File: src/logic/pinmux_pkg.sv
// Purpose: Shared constants for the low-leakage pad multiplexer.
// Assumes: 32-bit register words on byte addresses.
// Notes:   Pad and cell maps are constant tables, not storage.
`default_nettype none
package pinmux_pkg;

  // ------------------------------------------------------------------
  // Sizes
  // ------------------------------------------------------------------
  localparam int NUM_PADS = 12;
  localparam int NUM_CELLS = 40;
  localparam int SLOTS = 3;
  localparam int ALT_OUTS = 4;
  localparam int EXT_W = 64;
  localparam int EV_W = 41;
  localparam int EV_DEV_WAKE = 40;
  localparam logic [5:0] NO_CELL = 6'h3f;
  localparam logic [3:0] PAD_NONE = 4'hf;

  // ------------------------------------------------------------------
  // Pads and the cells bonded to each, highest priority first
  // ------------------------------------------------------------------
  localparam int PAD_A8 = 0;
  localparam int PAD_B7 = 3;
  localparam int PAD_C7 = 6;
  localparam int PAD_D6 = 8;
  localparam int PAD_F8 = 10;
  localparam logic [5:0] PAD_CELL [NUM_PADS][SLOTS] = '{
    '{6'h03, 6'h1d, 6'h23}, '{6'h0f, NO_CELL, NO_CELL},
    '{6'h0b, 6'h1a, NO_CELL}, '{6'h02, 6'h1c, 6'h25},
    '{6'h1b, 6'h21, NO_CELL}, '{6'h1e, NO_CELL, NO_CELL},
    '{6'h0c, NO_CELL, NO_CELL}, '{6'h00, 6'h22, NO_CELL},
    '{6'h06, 6'h1f, NO_CELL}, '{6'h19, 6'h20, NO_CELL},
    '{6'h24, 6'h26, NO_CELL}, '{6'h04, 6'h18, NO_CELL}};

  // ------------------------------------------------------------------
  // Dedicated functions: enable bit index, and owner of each pad
  // ------------------------------------------------------------------
  localparam int DED_AUDIO = 0;
  localparam int DED_CLKREQ = 1;
  localparam int DED_DEVWAKE = 2;
  localparam int DED_HOSTWAKE = 3;
  localparam int DED_SLOWOSC = 4;
  localparam int DED_HOST_LEVEL = 5;
  localparam int DED_W = 6;
  localparam int DED_NA = 7;
  localparam int PAD_DED [NUM_PADS] = '{DED_AUDIO, DED_NA, DED_NA, DED_AUDIO, DED_NA, DED_NA,
    DED_AUDIO, DED_AUDIO, DED_SLOWOSC, DED_HOSTWAKE, DED_DEVWAKE, DED_CLKREQ};

  // ------------------------------------------------------------------
  // Cell configuration word
  // ------------------------------------------------------------------
  localparam int CFG_W = 11;
  localparam int CFG_FN_LSB = 0;
  localparam int CFG_DIR_LSB = 3;
  localparam int CFG_PULL_LSB = 5;
  localparam int CFG_IRQ_LSB = 7;
  localparam int CFG_WAKE_BIT = 10;
  localparam logic [2:0] FN_GPIO = 3'h0;
  localparam logic [2:0] FN_SEL = 3'h3;
  localparam logic [2:0] FN_OUT_A = 3'h4;
  localparam logic [2:0] FN_DOUT_M = 3'h7;
  localparam logic [1:0] DIR_OFF = 2'h0;
  localparam logic [1:0] DIR_IN = 2'h1;
  localparam logic [1:0] DIR_OUT = 2'h2;
  localparam logic [1:0] PULL_UP = 2'h1;
  localparam logic [1:0] PULL_DN = 2'h2;
  localparam logic [2:0] IRQ_RISE = 3'h1;
  localparam logic [2:0] IRQ_FALL = 3'h2;
  localparam logic [2:0] IRQ_BOTH = 3'h3;
  localparam logic [2:0] IRQ_HIGH = 3'h4;
  localparam logic [2:0] IRQ_LOW = 3'h5;

  // ------------------------------------------------------------------
  // Register map
  // ------------------------------------------------------------------
  localparam logic [11:0] A_CFG_LAST = 12'h09c;
  localparam logic [11:0] A_DOUT_LO = 12'h100;
  localparam logic [11:0] A_DOUT_HI = 12'h104;
  localparam logic [11:0] A_PAD_IN = 12'h108;
  localparam logic [11:0] A_DED = 12'h10c;
  localparam logic [11:0] A_STAT_LO = 12'h110;
  localparam logic [11:0] A_STAT_HI = 12'h114;
  localparam logic [11:0] A_CLR_LO = 12'h118;
  localparam logic [11:0] A_CLR_HI = 12'h11c;
  localparam logic [11:0] A_EN_LO = 12'h120;
  localparam logic [11:0] A_EN_HI = 12'h124;

  function automatic logic [3:0] pad_of(int c);
    for (int p = 0; p < NUM_PADS; p++) begin
      for (int s = 0; s < SLOTS; s++) begin
        if (PAD_CELL[p][s] == 6'(c)) return 4'(p);
      end
    end
    return PAD_NONE;
  endfunction

  function automatic int slot_of(int c);
    for (int p = 0; p < NUM_PADS; p++) begin
      for (int s = 0; s < SLOTS; s++) begin
        if (PAD_CELL[p][s] == 6'(c)) return s;
      end
    end
    return 0;
  endfunction

endpackage
`default_nettype wire

File: src/logic/pin_irq_detect.sv
// Purpose: Edge or level interrupt detector for one input.
// Assumes: The level is synchronous to the clock.
// Notes:   Level modes fire every cycle while the level holds.
`timescale 1ns/1ps
`default_nettype none
module pin_irq_detect import pinmux_pkg::*; (
  // Clock and reset
  input wire logic i_clk,
  input wire logic i_rst,
  // Detection
  input wire logic i_level,
  input wire logic [2:0] i_mode,
  output logic o_event
);
  logic prev_q;
  logic rise;
  logic fall;

  always_ff @(posedge i_clk or posedge i_rst) begin
    if (i_rst) begin
      prev_q <= 1'b0;
    end else begin
      prev_q <= i_level;
    end
  end

  assign rise = i_level && !prev_q;
  assign fall = !i_level && prev_q;
  assign o_event = (i_mode == IRQ_RISE && rise) || (i_mode == IRQ_FALL && fall) ||
                   (i_mode == IRQ_BOTH && (rise || fall)) || (i_mode == IRQ_HIGH && i_level) ||
                   (i_mode == IRQ_LOW && !i_level);
endmodule
`default_nettype wire

File: src/logic/pin_mux_top.sv
// Purpose: Pad multiplexer with low-leakage cell control and wake interrupts.
// Assumes: APB slave with no wait states; pads synchronous to I_MCLK.
// Notes:   Pad drive freezes while I_LOW_POWER is high.
//
// Contract
// twelve pads, one function each
// forty cell configs, twenty-three bonded
// dedicated functions take their pads
// unassigned cells reset to hi-Z
// losing cells on a pad stay off
// slow oscillator pad wired directly
// each cell selects its function
// directions: off, input, output
// pulls on input-enabled cells
// outputs hold in low-power modes
// rise, fall, both or level interrupts
// interrupts optionally wake the system
// wake signals both ways
// chip-select input, slave only
// cell two data out master only
// device drives host wake pad
// host drives device wake pad
// fixed priority on pad conflicts
// per-cell writable configuration storage
`timescale 1ns/1ps
`default_nettype none
module pin_mux_top import pinmux_pkg::*; (
  // Clock and reset
  input wire logic I_MCLK,
  input wire logic I_RST,
  // APB slave
  input wire logic I_PSEL,
  input wire logic I_PENABLE,
  input wire logic I_PWRITE,
  input wire logic [11:0] I_PADDR,
  input wire logic [31:0] I_PWDATA,
  output logic [31:0] O_PRDATA,
  output logic O_PREADY,
  output logic O_PSLVERR,
  // Pads
  input wire logic [NUM_PADS-1:0] I_PAD_IN,
  output logic [NUM_PADS-1:0] O_PAD_OUT,
  output logic [NUM_PADS-1:0] O_PAD_OE,
  output logic [NUM_PADS-1:0] O_PAD_PULL_UP,
  output logic [NUM_PADS-1:0] O_PAD_PULL_DN,
  // Multiplexed peripheral functions
  input wire logic [NUM_CELLS*ALT_OUTS-1:0] I_ALT_OUT,
  output logic [NUM_CELLS-1:0] O_CELL_IN,
  input wire logic I_AUX_SPORT_SLAVE,
  output logic O_AUX_SPORT_SELECT,
  // Dedicated functions
  input wire logic I_AUDIO_DOUT,
  input wire logic I_AUDIO_CLK,
  input wire logic I_AUDIO_SYNC,
  output logic O_AUDIO_DIN,
  input wire logic I_SHARED_CLOCK_REQUEST,
  output logic O_DEVICE_WAKE_IN,
  output logic O_EXT_SLOW_OSC_IN,
  // Power and interrupt
  input wire logic I_LOW_POWER,
  output logic O_IRQ,
  output logic O_SYS_WAKE
);

  // ------------------------------------------------------------------
  // Storage
  // ------------------------------------------------------------------
  logic [CFG_W-1:0] cfg_q [NUM_CELLS];
  logic [NUM_CELLS-1:0] dout_q;
  logic [DED_W-1:0] ded_q;
  logic [EV_W-1:0] stat_q;
  logic [EV_W-1:0] en_q;
  logic [NUM_PADS-1:0] pad_out_q;
  logic [NUM_PADS-1:0] pad_oe_q;
  logic [NUM_PADS-1:0] pull_up_q;
  logic [NUM_PADS-1:0] pull_dn_q;
  logic [NUM_CELLS-1:0] cell_in_q;
  logic [31:0] rdata_q;
  logic err_q;
  logic dev_wake_q;
  logic audio_din_q;
  logic select_q;

  // ------------------------------------------------------------------
  // APB decode
  // ------------------------------------------------------------------
  logic setup;
  logic wr;
  logic is_cfg;
  logic hit;
  logic [5:0] cfg_idx;
  logic [31:0] rmux;
  logic [EV_W-1:0] clr;
  logic [EV_W-1:0] ev;
  logic [EV_W-1:0] wake_mask;

  assign setup = I_PSEL && !I_PENABLE;
  assign wr = I_PSEL && I_PENABLE && I_PWRITE;
  assign cfg_idx = I_PADDR[7:2];
  assign is_cfg = I_PADDR <= A_CFG_LAST;
  assign hit = is_cfg || (I_PADDR >= A_DOUT_LO && I_PADDR <= A_EN_HI && I_PADDR[1:0] == 2'h0);
  assign rmux = is_cfg ? 32'(cfg_q[cfg_idx]) :
                I_PADDR == A_DOUT_LO ? dout_q[31:0] :
                I_PADDR == A_DOUT_HI ? 32'(dout_q[NUM_CELLS-1:32]) :
                I_PADDR == A_PAD_IN ? 32'(I_PAD_IN) :
                I_PADDR == A_DED ? 32'(ded_q) :
                I_PADDR == A_STAT_LO ? stat_q[31:0] :
                I_PADDR == A_STAT_HI ? 32'(stat_q[EV_W-1:32]) :
                I_PADDR == A_EN_LO ? en_q[31:0] :
                I_PADDR == A_EN_HI ? 32'(en_q[EV_W-1:32]) : 32'h0;
  assign clr = !wr ? '0 :
               I_PADDR == A_CLR_LO ? EV_W'(I_PWDATA) :
               I_PADDR == A_CLR_HI ? {I_PWDATA[EV_W-33:0], 32'h0} : '0;

  assign O_PREADY = 1'b1;
  assign O_PRDATA = rdata_q;
  assign O_PSLVERR = I_PSEL && I_PENABLE && err_q;

  // Read data is caught in the setup cycle so the bus sees a flop output.
  always_ff @(posedge I_MCLK or posedge I_RST) begin
    if (I_RST) begin
      rdata_q <= 32'h0;
      err_q <= 1'b0;
    end else if (setup) begin
      rdata_q <= I_PWRITE ? 32'h0 : rmux;
      err_q <= !hit;
    end
  end

  // Unmapped writes are dropped; clear and status words are not stored.
  always_ff @(posedge I_MCLK or posedge I_RST) begin
    if (I_RST) begin
      for (int c = 0; c < NUM_CELLS; c++) cfg_q[c] <= '0;
      dout_q <= '0;
      ded_q <= '0;
      en_q <= '0;
    end else if (wr) begin
      if (is_cfg) cfg_q[cfg_idx] <= I_PWDATA[CFG_W-1:0];
      if (I_PADDR == A_DOUT_LO) dout_q[31:0] <= I_PWDATA;
      if (I_PADDR == A_DOUT_HI) dout_q[NUM_CELLS-1:32] <= I_PWDATA[NUM_CELLS-33:0];
      if (I_PADDR == A_DED) ded_q <= I_PWDATA[DED_W-1:0];
      if (I_PADDR == A_EN_LO) en_q[31:0] <= I_PWDATA;
      if (I_PADDR == A_EN_HI) en_q[EV_W-1:32] <= I_PWDATA[EV_W-33:0];
    end
  end

  // ------------------------------------------------------------------
  // Dedicated pad owners
  // ------------------------------------------------------------------
  logic [NUM_PADS-1:0] ded_active;
  logic [NUM_PADS-1:0] ded_oe;
  logic [NUM_PADS-1:0] ded_out;

  for (genvar p = 0; p < NUM_PADS; p++) begin : g_ded
    if (PAD_DED[p] == DED_NA) begin : g_none
      assign ded_active[p] = 1'b0;
      assign ded_oe[p] = 1'b0;
      assign ded_out[p] = 1'b0;
    end else begin : g_own
      assign ded_active[p] = ded_q[PAD_DED[p]];
      assign ded_oe[p] = (PAD_DED[p] == DED_AUDIO && p != PAD_C7) || PAD_DED[p] == DED_CLKREQ ||
                         PAD_DED[p] == DED_HOSTWAKE;
      assign ded_out[p] = PAD_DED[p] == DED_HOSTWAKE ? ded_q[DED_HOST_LEVEL] :
                          PAD_DED[p] == DED_CLKREQ ? I_SHARED_CLOCK_REQUEST :
                          p == PAD_A8 ? I_AUDIO_DOUT :
                          p == PAD_B7 ? I_AUDIO_CLK : I_AUDIO_SYNC;
    end
  end

  // ------------------------------------------------------------------
  // Cells: function, direction, arbitration, interrupts
  // ------------------------------------------------------------------
  logic [NUM_CELLS-1:0] req;
  logic [NUM_CELLS-1:0] grant;
  logic [NUM_CELLS-1:0] cell_oe;
  logic [NUM_CELLS-1:0] cell_ie;
  logic [NUM_CELLS-1:0] cell_dout;
  logic [NUM_CELLS-1:0] cell_pin;
  logic [NUM_CELLS-1:0] cell_pu;
  logic [NUM_CELLS-1:0] cell_pd;
  logic [NUM_CELLS-1:0] sel_in;
  logic [EXT_W-1:0] req_x;

  assign req_x = EXT_W'(req);

  for (genvar c = 0; c < NUM_CELLS; c++) begin : g_cell
    localparam logic [3:0] P = pad_of(c);
    localparam int S = slot_of(c);
    logic [2:0] fn;
    logic [1:0] dir;
    logic [1:0] pull;
    logic want_in;
    logic want_out;
    logic legal;

    assign fn = cfg_q[c][CFG_FN_LSB +: 3];
    assign dir = cfg_q[c][CFG_DIR_LSB +: 2];
    assign pull = cfg_q[c][CFG_PULL_LSB +: 2];
    // General purpose takes its direction field; other functions fix theirs unless it is off.
    assign want_in = fn == FN_GPIO ? dir == DIR_IN : (dir != DIR_OFF && fn < FN_OUT_A);
    assign want_out = fn == FN_GPIO ? dir == DIR_OUT : (dir != DIR_OFF && fn >= FN_OUT_A);
    assign legal = !(fn == FN_SEL && !I_AUX_SPORT_SLAVE) &&
                   !(fn == FN_DOUT_M && I_AUX_SPORT_SLAVE);
    assign req[c] = (want_in || want_out) && legal;
    if (P == PAD_NONE) begin : g_unbonded
      assign grant[c] = 1'b0;
      assign cell_pin[c] = 1'b0;
    end else begin : g_bonded
      assign grant[c] = req[c] && !ded_active[P] && !(S > 0 && req_x[PAD_CELL[P][0]]) &&
                        !(S > 1 && req_x[PAD_CELL[P][1]]);
      assign cell_pin[c] = I_PAD_IN[P];
    end
    assign cell_oe[c] = grant[c] && want_out;
    assign cell_ie[c] = grant[c] && want_in;
    assign cell_dout[c] = fn == FN_GPIO ? dout_q[c] : I_ALT_OUT[c*ALT_OUTS + int'(fn[1:0])];
    assign cell_pu[c] = cell_ie[c] && pull == PULL_UP;
    assign cell_pd[c] = cell_ie[c] && pull == PULL_DN;
    assign sel_in[c] = cell_ie[c] && fn == FN_SEL;
    assign wake_mask[c] = cfg_q[c][CFG_WAKE_BIT];

    pin_irq_detect u_irq (
      .i_clk(I_MCLK),
      .i_rst(I_RST),
      .i_level(cell_ie[c] && cell_pin[c]),
      .i_mode(cfg_q[c][CFG_IRQ_LSB +: 3]),
      .o_event(ev[c])
    );
  end

  pin_irq_detect u_dev_wake (
    .i_clk(I_MCLK),
    .i_rst(I_RST),
    .i_level(ded_q[DED_DEVWAKE] && I_PAD_IN[PAD_F8]),
    .i_mode(IRQ_RISE),
    .o_event(ev[EV_DEV_WAKE])
  );
  assign wake_mask[EV_DEV_WAKE] = 1'b1;

  // ------------------------------------------------------------------
  // Pad resolution
  // ------------------------------------------------------------------
  logic [NUM_PADS-1:0] pad_oe_d;
  logic [NUM_PADS-1:0] pad_out_d;
  logic [NUM_PADS-1:0] pu_d;
  logic [NUM_PADS-1:0] pd_d;
  logic [EXT_W-1:0] oe_x;
  logic [EXT_W-1:0] drv_x;
  logic [EXT_W-1:0] pu_x;
  logic [EXT_W-1:0] pd_x;

  assign oe_x = EXT_W'(cell_oe);
  assign drv_x = EXT_W'(cell_oe & cell_dout);
  assign pu_x = EXT_W'(cell_pu);
  assign pd_x = EXT_W'(cell_pd);

  for (genvar p = 0; p < NUM_PADS; p++) begin : g_pad
    logic c_oe;
    logic c_out;
    assign c_oe = oe_x[PAD_CELL[p][0]] || oe_x[PAD_CELL[p][1]] || oe_x[PAD_CELL[p][2]];
    assign c_out = drv_x[PAD_CELL[p][0]] || drv_x[PAD_CELL[p][1]] || drv_x[PAD_CELL[p][2]];
    assign pad_oe_d[p] = ded_active[p] ? ded_oe[p] : c_oe;
    assign pad_out_d[p] = ded_active[p] ? ded_out[p] : c_out;
    assign pu_d[p] = !ded_active[p] && (pu_x[PAD_CELL[p][0]] || pu_x[PAD_CELL[p][1]] || pu_x[PAD_CELL[p][2]]);
    assign pd_d[p] = !ded_active[p] && (pd_x[PAD_CELL[p][0]] || pd_x[PAD_CELL[p][1]] || pd_x[PAD_CELL[p][2]]);
  end

  // Frozen in low power so sleeping logic cannot glitch a driven pad.
  always_ff @(posedge I_MCLK or posedge I_RST) begin
    if (I_RST) begin
      pad_oe_q <= '0;
      pad_out_q <= '0;
      pull_up_q <= '0;
      pull_dn_q <= '0;
    end else if (!I_LOW_POWER) begin
      pad_oe_q <= pad_oe_d;
      pad_out_q <= pad_out_d;
      pull_up_q <= pu_d;
      pull_dn_q <= pd_d;
    end
  end

  assign O_PAD_OE = pad_oe_q;
  assign O_PAD_OUT = pad_out_q;
  assign O_PAD_PULL_UP = pull_up_q;
  assign O_PAD_PULL_DN = pull_dn_q;

  // ------------------------------------------------------------------
  // Inputs to the core, interrupts and wake
  // ------------------------------------------------------------------
  always_ff @(posedge I_MCLK or posedge I_RST) begin
    if (I_RST) begin
      cell_in_q <= '0;
      dev_wake_q <= 1'b0;
      audio_din_q <= 1'b0;
      select_q <= 1'b1;
      stat_q <= '0;
    end else begin
      cell_in_q <= cell_ie & cell_pin;
      dev_wake_q <= ded_q[DED_DEVWAKE] && I_PAD_IN[PAD_F8];
      audio_din_q <= ded_q[DED_AUDIO] && I_PAD_IN[PAD_C7];
      select_q <= !(|sel_in) || |(sel_in & cell_pin);
      stat_q <= (stat_q & ~clr) | ev;
    end
  end

  assign O_CELL_IN = cell_in_q;
  assign O_DEVICE_WAKE_IN = dev_wake_q;
  assign O_AUDIO_DIN = audio_din_q;
  assign O_AUX_SPORT_SELECT = select_q;
  // Oscillator passes unclocked: sampling would alias it to I_MCLK.
  assign O_EXT_SLOW_OSC_IN = ded_q[DED_SLOWOSC] && I_PAD_IN[PAD_D6];
  assign O_IRQ = |(stat_q & en_q);
  assign O_SYS_WAKE = |(stat_q & en_q & wake_mask);

  // ------------------------------------------------------------------
  // Checks
  // ------------------------------------------------------------------
  property p_one_driver;
    @(posedge I_MCLK) disable iff (I_RST)
    $onehot0({cell_oe[3], cell_oe[29], cell_oe[35]}) && $onehot0({cell_oe[2], cell_oe[28], cell_oe[37]});
  endproperty
  a_one_driver: assert property (p_one_driver) else $error("two cells drive one pad");

  property p_ded_blocks;
    @(posedge I_MCLK) disable iff (I_RST)
    ded_q[DED_SLOWOSC] |-> !grant[6] && !grant[31];
  endproperty
  a_ded_blocks: assert property (p_ded_blocks) else $error("dedicated pad still muxed");

  property p_reset_hiz;
    @(posedge I_MCLK) disable iff (I_RST)
    $fell(I_RST) |-> O_PAD_OE == '0;
  endproperty
  a_reset_hiz: assert property (p_reset_hiz) else $error("pad driven after reset");

  property p_priority;
    @(posedge I_MCLK) disable iff (I_RST)
    req[3] && !ded_active[PAD_A8] |-> grant[3] && !grant[29] && !grant[35];
  endproperty
  a_priority: assert property (p_priority) else $error("priority winner wrong");

  property p_osc;
    @(posedge I_MCLK) disable iff (I_RST)
    ded_q[DED_SLOWOSC] |-> O_EXT_SLOW_OSC_IN == I_PAD_IN[PAD_D6];
  endproperty
  a_osc: assert property (p_osc) else $error("oscillator path broken");

  property p_hold;
    @(posedge I_MCLK) disable iff (I_RST)
    I_LOW_POWER ##1 I_LOW_POWER |-> $stable(O_PAD_OE) && $stable(O_PAD_OUT);
  endproperty
  a_hold: assert property (p_hold) else $error("pad changed in low power");

  property p_gpio_out;
    @(posedge I_MCLK) disable iff (I_RST)
    !I_LOW_POWER && !ded_q[DED_AUDIO] && grant[0] && cell_oe[0] |=> O_PAD_OE[7] && O_PAD_OUT[7] == $past(cell_dout[0]);
  endproperty
  a_gpio_out: assert property (p_gpio_out) else $error("cell output not on pad");

  property p_rise;
    @(posedge I_MCLK) disable iff (I_RST)
    cfg_q[12][CFG_IRQ_LSB +: 3] == IRQ_RISE && cell_ie[12] && I_PAD_IN[PAD_C7] &&
    $past(!(cell_ie[12] && I_PAD_IN[PAD_C7])) |=> stat_q[12];
  endproperty
  a_rise: assert property (p_rise) else $error("rising edge not latched");

  property p_wake;
    @(posedge I_MCLK) disable iff (I_RST)
    stat_q[EV_DEV_WAKE] && en_q[EV_DEV_WAKE] |-> O_SYS_WAKE && O_IRQ;
  endproperty
  a_wake: assert property (p_wake) else $error("device wake lost");

  property p_sel_slave;
    @(posedge I_MCLK) disable iff (I_RST)
    !I_AUX_SPORT_SLAVE |-> sel_in == '0 ##1 O_AUX_SPORT_SELECT;
  endproperty
  a_sel_slave: assert property (p_sel_slave) else $error("select used as master");

  property p_mout;
    @(posedge I_MCLK) disable iff (I_RST)
    I_AUX_SPORT_SLAVE && cfg_q[2][CFG_FN_LSB +: 3] == FN_DOUT_M |-> !grant[2];
  endproperty
  a_mout: assert property (p_mout) else $error("master data out in slave");

  property p_host_wake;
    @(posedge I_MCLK) disable iff (I_RST)
    ded_q[DED_HOSTWAKE] && !I_LOW_POWER |=> O_PAD_OE[9] && O_PAD_OUT[9] == $past(ded_q[DED_HOST_LEVEL]);
  endproperty
  a_host_wake: assert property (p_host_wake) else $error("host wake not driven");

endmodule
`default_nettype wire

File: config.mk
export PLATFORM = sky130hd
export DESIGN_NAME = pin_mux_top
export DESIGN_NICKNAME = d
export VERILOG_FILES = /design/src/logic/pinmux_pkg.sv /design/src/logic/pin_irq_detect.sv /design/src/logic/pin_mux_top.sv
export SDC_FILE = /design/constraint.sdc
export NUM_CORES = 2
export LEC_CHECK = 0
export ABC_AREA = 1
export BUFFER_PORTS_ARGS = -buffer_cell sky130_fd_sc_hd__buf_2
export CORE_ASPECT_RATIO = 2
export CORE_MARGIN = 1
export CORE_UTILIZATION = 45
export DETAILED_ROUTE_END_ITERATION = 8
export SYNTH_ARGS = -nofsm -noshare
export SYNTH_HDL_FRONTEND = slang
export SYNTH_HIERARCHICAL = 1
export SYNTH_SLANG_ARGS = --single-unit
export TNS_END_PERCENT = 50
File: constraint.sdc
create_clock -name I_MCLK -period 34.3 [get_ports I_MCLK]
set_input_delay 3.43 -clock I_MCLK [delete_from_list [all_inputs] [get_ports I_MCLK]]
set_output_delay 3.43 -clock I_MCLK [all_outputs]
set_load 0.1 [all_outputs]
==> results.cfg <==
[power]
p_leak_nw = 20.8
peakVddDrop_uv = 32.7
power_density_mw_per_mm2 = 41.9
finalPower_w = 0.00179

[global_route]
grt_pass1_vias = 33871
antenna_found_initial = 13
grt_use_total_pct = 36.2
grt_max_degree = 146
grt_pass1_wl_um = 224000
grt.overflow.total = 0

[clock_tree]
h-tree-depth = 3
cts-root-buf = clkbuf_16
clock_latency_ps = 670
clk_path_buf_depth = 3
ctsResizeCount = 0
tritoncts = built
clk_pin_slew_ps = 60
postCtsSetupBuffers = 0
numCtsBuffers = 68
cts.sinks = 716
hold_buffers = 0

[floorplan]
rows = 150
dieArea_mm2 = 0.0854
pin_count = 355
core-area_mm2 = 0.0835
start_util_pct = 45.4
die_x_um = 207
die_h_um = 412

[min_path]
min_from = O_PAD_OUT[0]
hold_end = O_PAD_OUT[0]
hold_path_class = register to register
hold_depth = 2

[yosys]
synth_flop_cell = dfrtp_1
synth_edf_count = 0
ys_ff_latch = 716
yosysMostFrequentCell = nand2_1
avgSynthCellArea_um2 = 7.48
synth.area.top_cells = dfrtp_1 47%, nand2_1 15%, o21ai_0 6.2%, inv_1 5.9%, o21ai_1 4.2%
synth_area_mm2 = 0.0379
netlist.area_leader.share_pct = 47.2
netlist_instances = 5065
yosys.area.top_type = dfrtp_1
synthTopCellsByCount = 1559 x nand2_1, 715 x dfrtp_1, 596 x inv_1
asyncSetResetFlopFracSynth_pct = 100
seq_area_frac_synth_pct = 47.3
synth_warnings = 6
synthDistinctLibCells = 46

[critical_path]
worstSetupStartpointType = input pin
r2r_slack_ps = 30470
reg2reg_depth = 15
crit_required_ps = 30870
arrival_ps = 4200
worstReg2RegStart = cfg_q[363]
endpoint_kind = output port
path_class = input pin to output port
crit_path_max_fanout = 2
r2r-end = stat_q[31]

[placement]
gp_congestion = 1.09
hpwl_um = 110000
port_buffers = 268
place_area_mm2 = 0.0404

[routing]
routed_wl_um = 154000
vias = 36607
drtIter0Drc = 3793
wire_per_inst_um = 24.0
drc = 0
drtAntennaViolNets = 0
viasPerCell = 5.70
first_pass_iters = 6

[finish]
drive_gt1_share_pct = 8.81
fin_area_mm2 = 0.0426
area_growth_pct = 12.5
nets = 5616

[sta]
period_minus_slack_ps = 7630
hold_violations = 0
worst_pin_slew_ps = 1240
fin_crit_sh_pct = 22.3
setup_violations = 0
max-slew-margin-rel_pct = 16.8
rsz0062_at_grt = no
fin_tns_setup_ps = 0
holdWs_ps = 475
finalMaxSlewViolations = 0
skew_ps = 32.6
max_freq_mhz = 131

[status]
status = complete, no violations

[flow_run]
drv_cap = 0
[cells in the final DEF (no fill, tap or decap), types with 12 or more instances in the layout]
cell type,instances
a22o_1,13
a21oi_1,130
conb_1,113
clkinv_2,12
ha_1,82
nor2_1,246
o21ai_0,467
nor3_1,28
o21bai_1,12
buf_4,61
nand3_1,192
clkbuf_8,15
clkbuf_16,71
o211ai_1,16
dfrtp_1,715
nand4_1,97
inv_1,584
nand2_1,1555
a22oi_1,28
o22ai_1,195
buf_2,268
inv_2,12
o2111ai_1,14
o21ai_1,319
[worst max-delay path, stage by stage]
cell and delay (ps):
buf_2 90, inv_1 50, nor3_1 180, buf_2 450
[how the worst max path moves through the flow]
stage               slack, ps  startpoint           to
floorplan               11950       I_RST  O_AUDIO_DIN
global placement        26290  I_PADDR[3]   cfg_q[295]
detailed placement      26260  I_PADDR[3]   cfg_q[295]
CTS                     26680   I_PENABLE    O_PSLVERR
global route            26580  I_PADDR[3]    cfg_q[31]
finish                  26670   I_PENABLE    O_PSLVERR
[state kept, by name (all words and copies together) (netlist names)]
| signal | cells |
|---|---|
| cfg_q | 440 |
| en_q | 41 |
| stat_q | 41 |
| dout_q | 40 |
| g_cell.u_irq/prev_q | 40 |
| O_PRDATA | 32 |
| O_CELL_IN | 23 |
| O_PAD_OE | 12 |
| O_PAD_OUT | 12 |
| O_PAD_PULL_DN | 12 |
| O_PAD_PULL_UP | 12 |
| ded_q | 6 |
| O_AUDIO_DIN | 1 |
| O_AUX_SPORT_SELECT | 1 |
| O_DEVICE_WAKE_IN | 1 |
| err_q | 1 |
| u_dev_wake/prev_q | 1 |
[power by group]
part | leakage [nW] | switching (W) | internal [W]
Clock | 1.10 | 0.000353 | 0.000435
Combinational | 10.0 | 0.000118 | 0.0000290
Sequential | 9.73 | 0.00000421 | 0.000848
[per-layer routing]
layer  track usage, %  vias up  part of all wire, %
met5                0        -                0.052
met4             29.7       12                  9.1
met3             7.37      479                  8.7
met2             58.5     1844                   46
met1             41.6    17301                   36
li1                 -    16971                    -
[stage by stage]
stage / utilization (%) / setup WS (ps) / cells
after floorplan: - / 11950 / 5176
after global placement: 48.4 / 26290 / 6301
final: 51.1 / 26670 / 6426
after CTS: 51.0 / 26680 / 6420
after detailed placement: 48.4 / 26260 / 6301
after global routing: 51.0 / 26580 / 6422
[cell type report]
| class | instances | area (um2) |
|---|---|---|
| Inverter | 601 | 2260 |
| Multi-Input combinational cell | 3590 | 17100 |
| Tap cell | 1064 | 1330 |
| Sequential cell | 716 | 17900 |
| Timing Repair Buffer | 330 | 1820 |
| Antenna cell | 6 | 15.0 |
| Clock inverter | 23 | 218 |
| Clock buffer | 96 | 2020 |
| Fill cell | 8195 | 40900 |
[logic make-up (layout without fill, tap and decap cells)]
logic type      Yosys count  after routing  synth area share (%)
compound gates         1236           1236                  18.0
fa+ha+maj                82             82                  2.71
buf+inv                 870           1050                  8.95
flops                   716            716                  47.3
mux                       6              6                 0.162
other cells               2            119                0.0198
simple gates           2153           2153                  22.9
(Power assumes the default switching activity.)
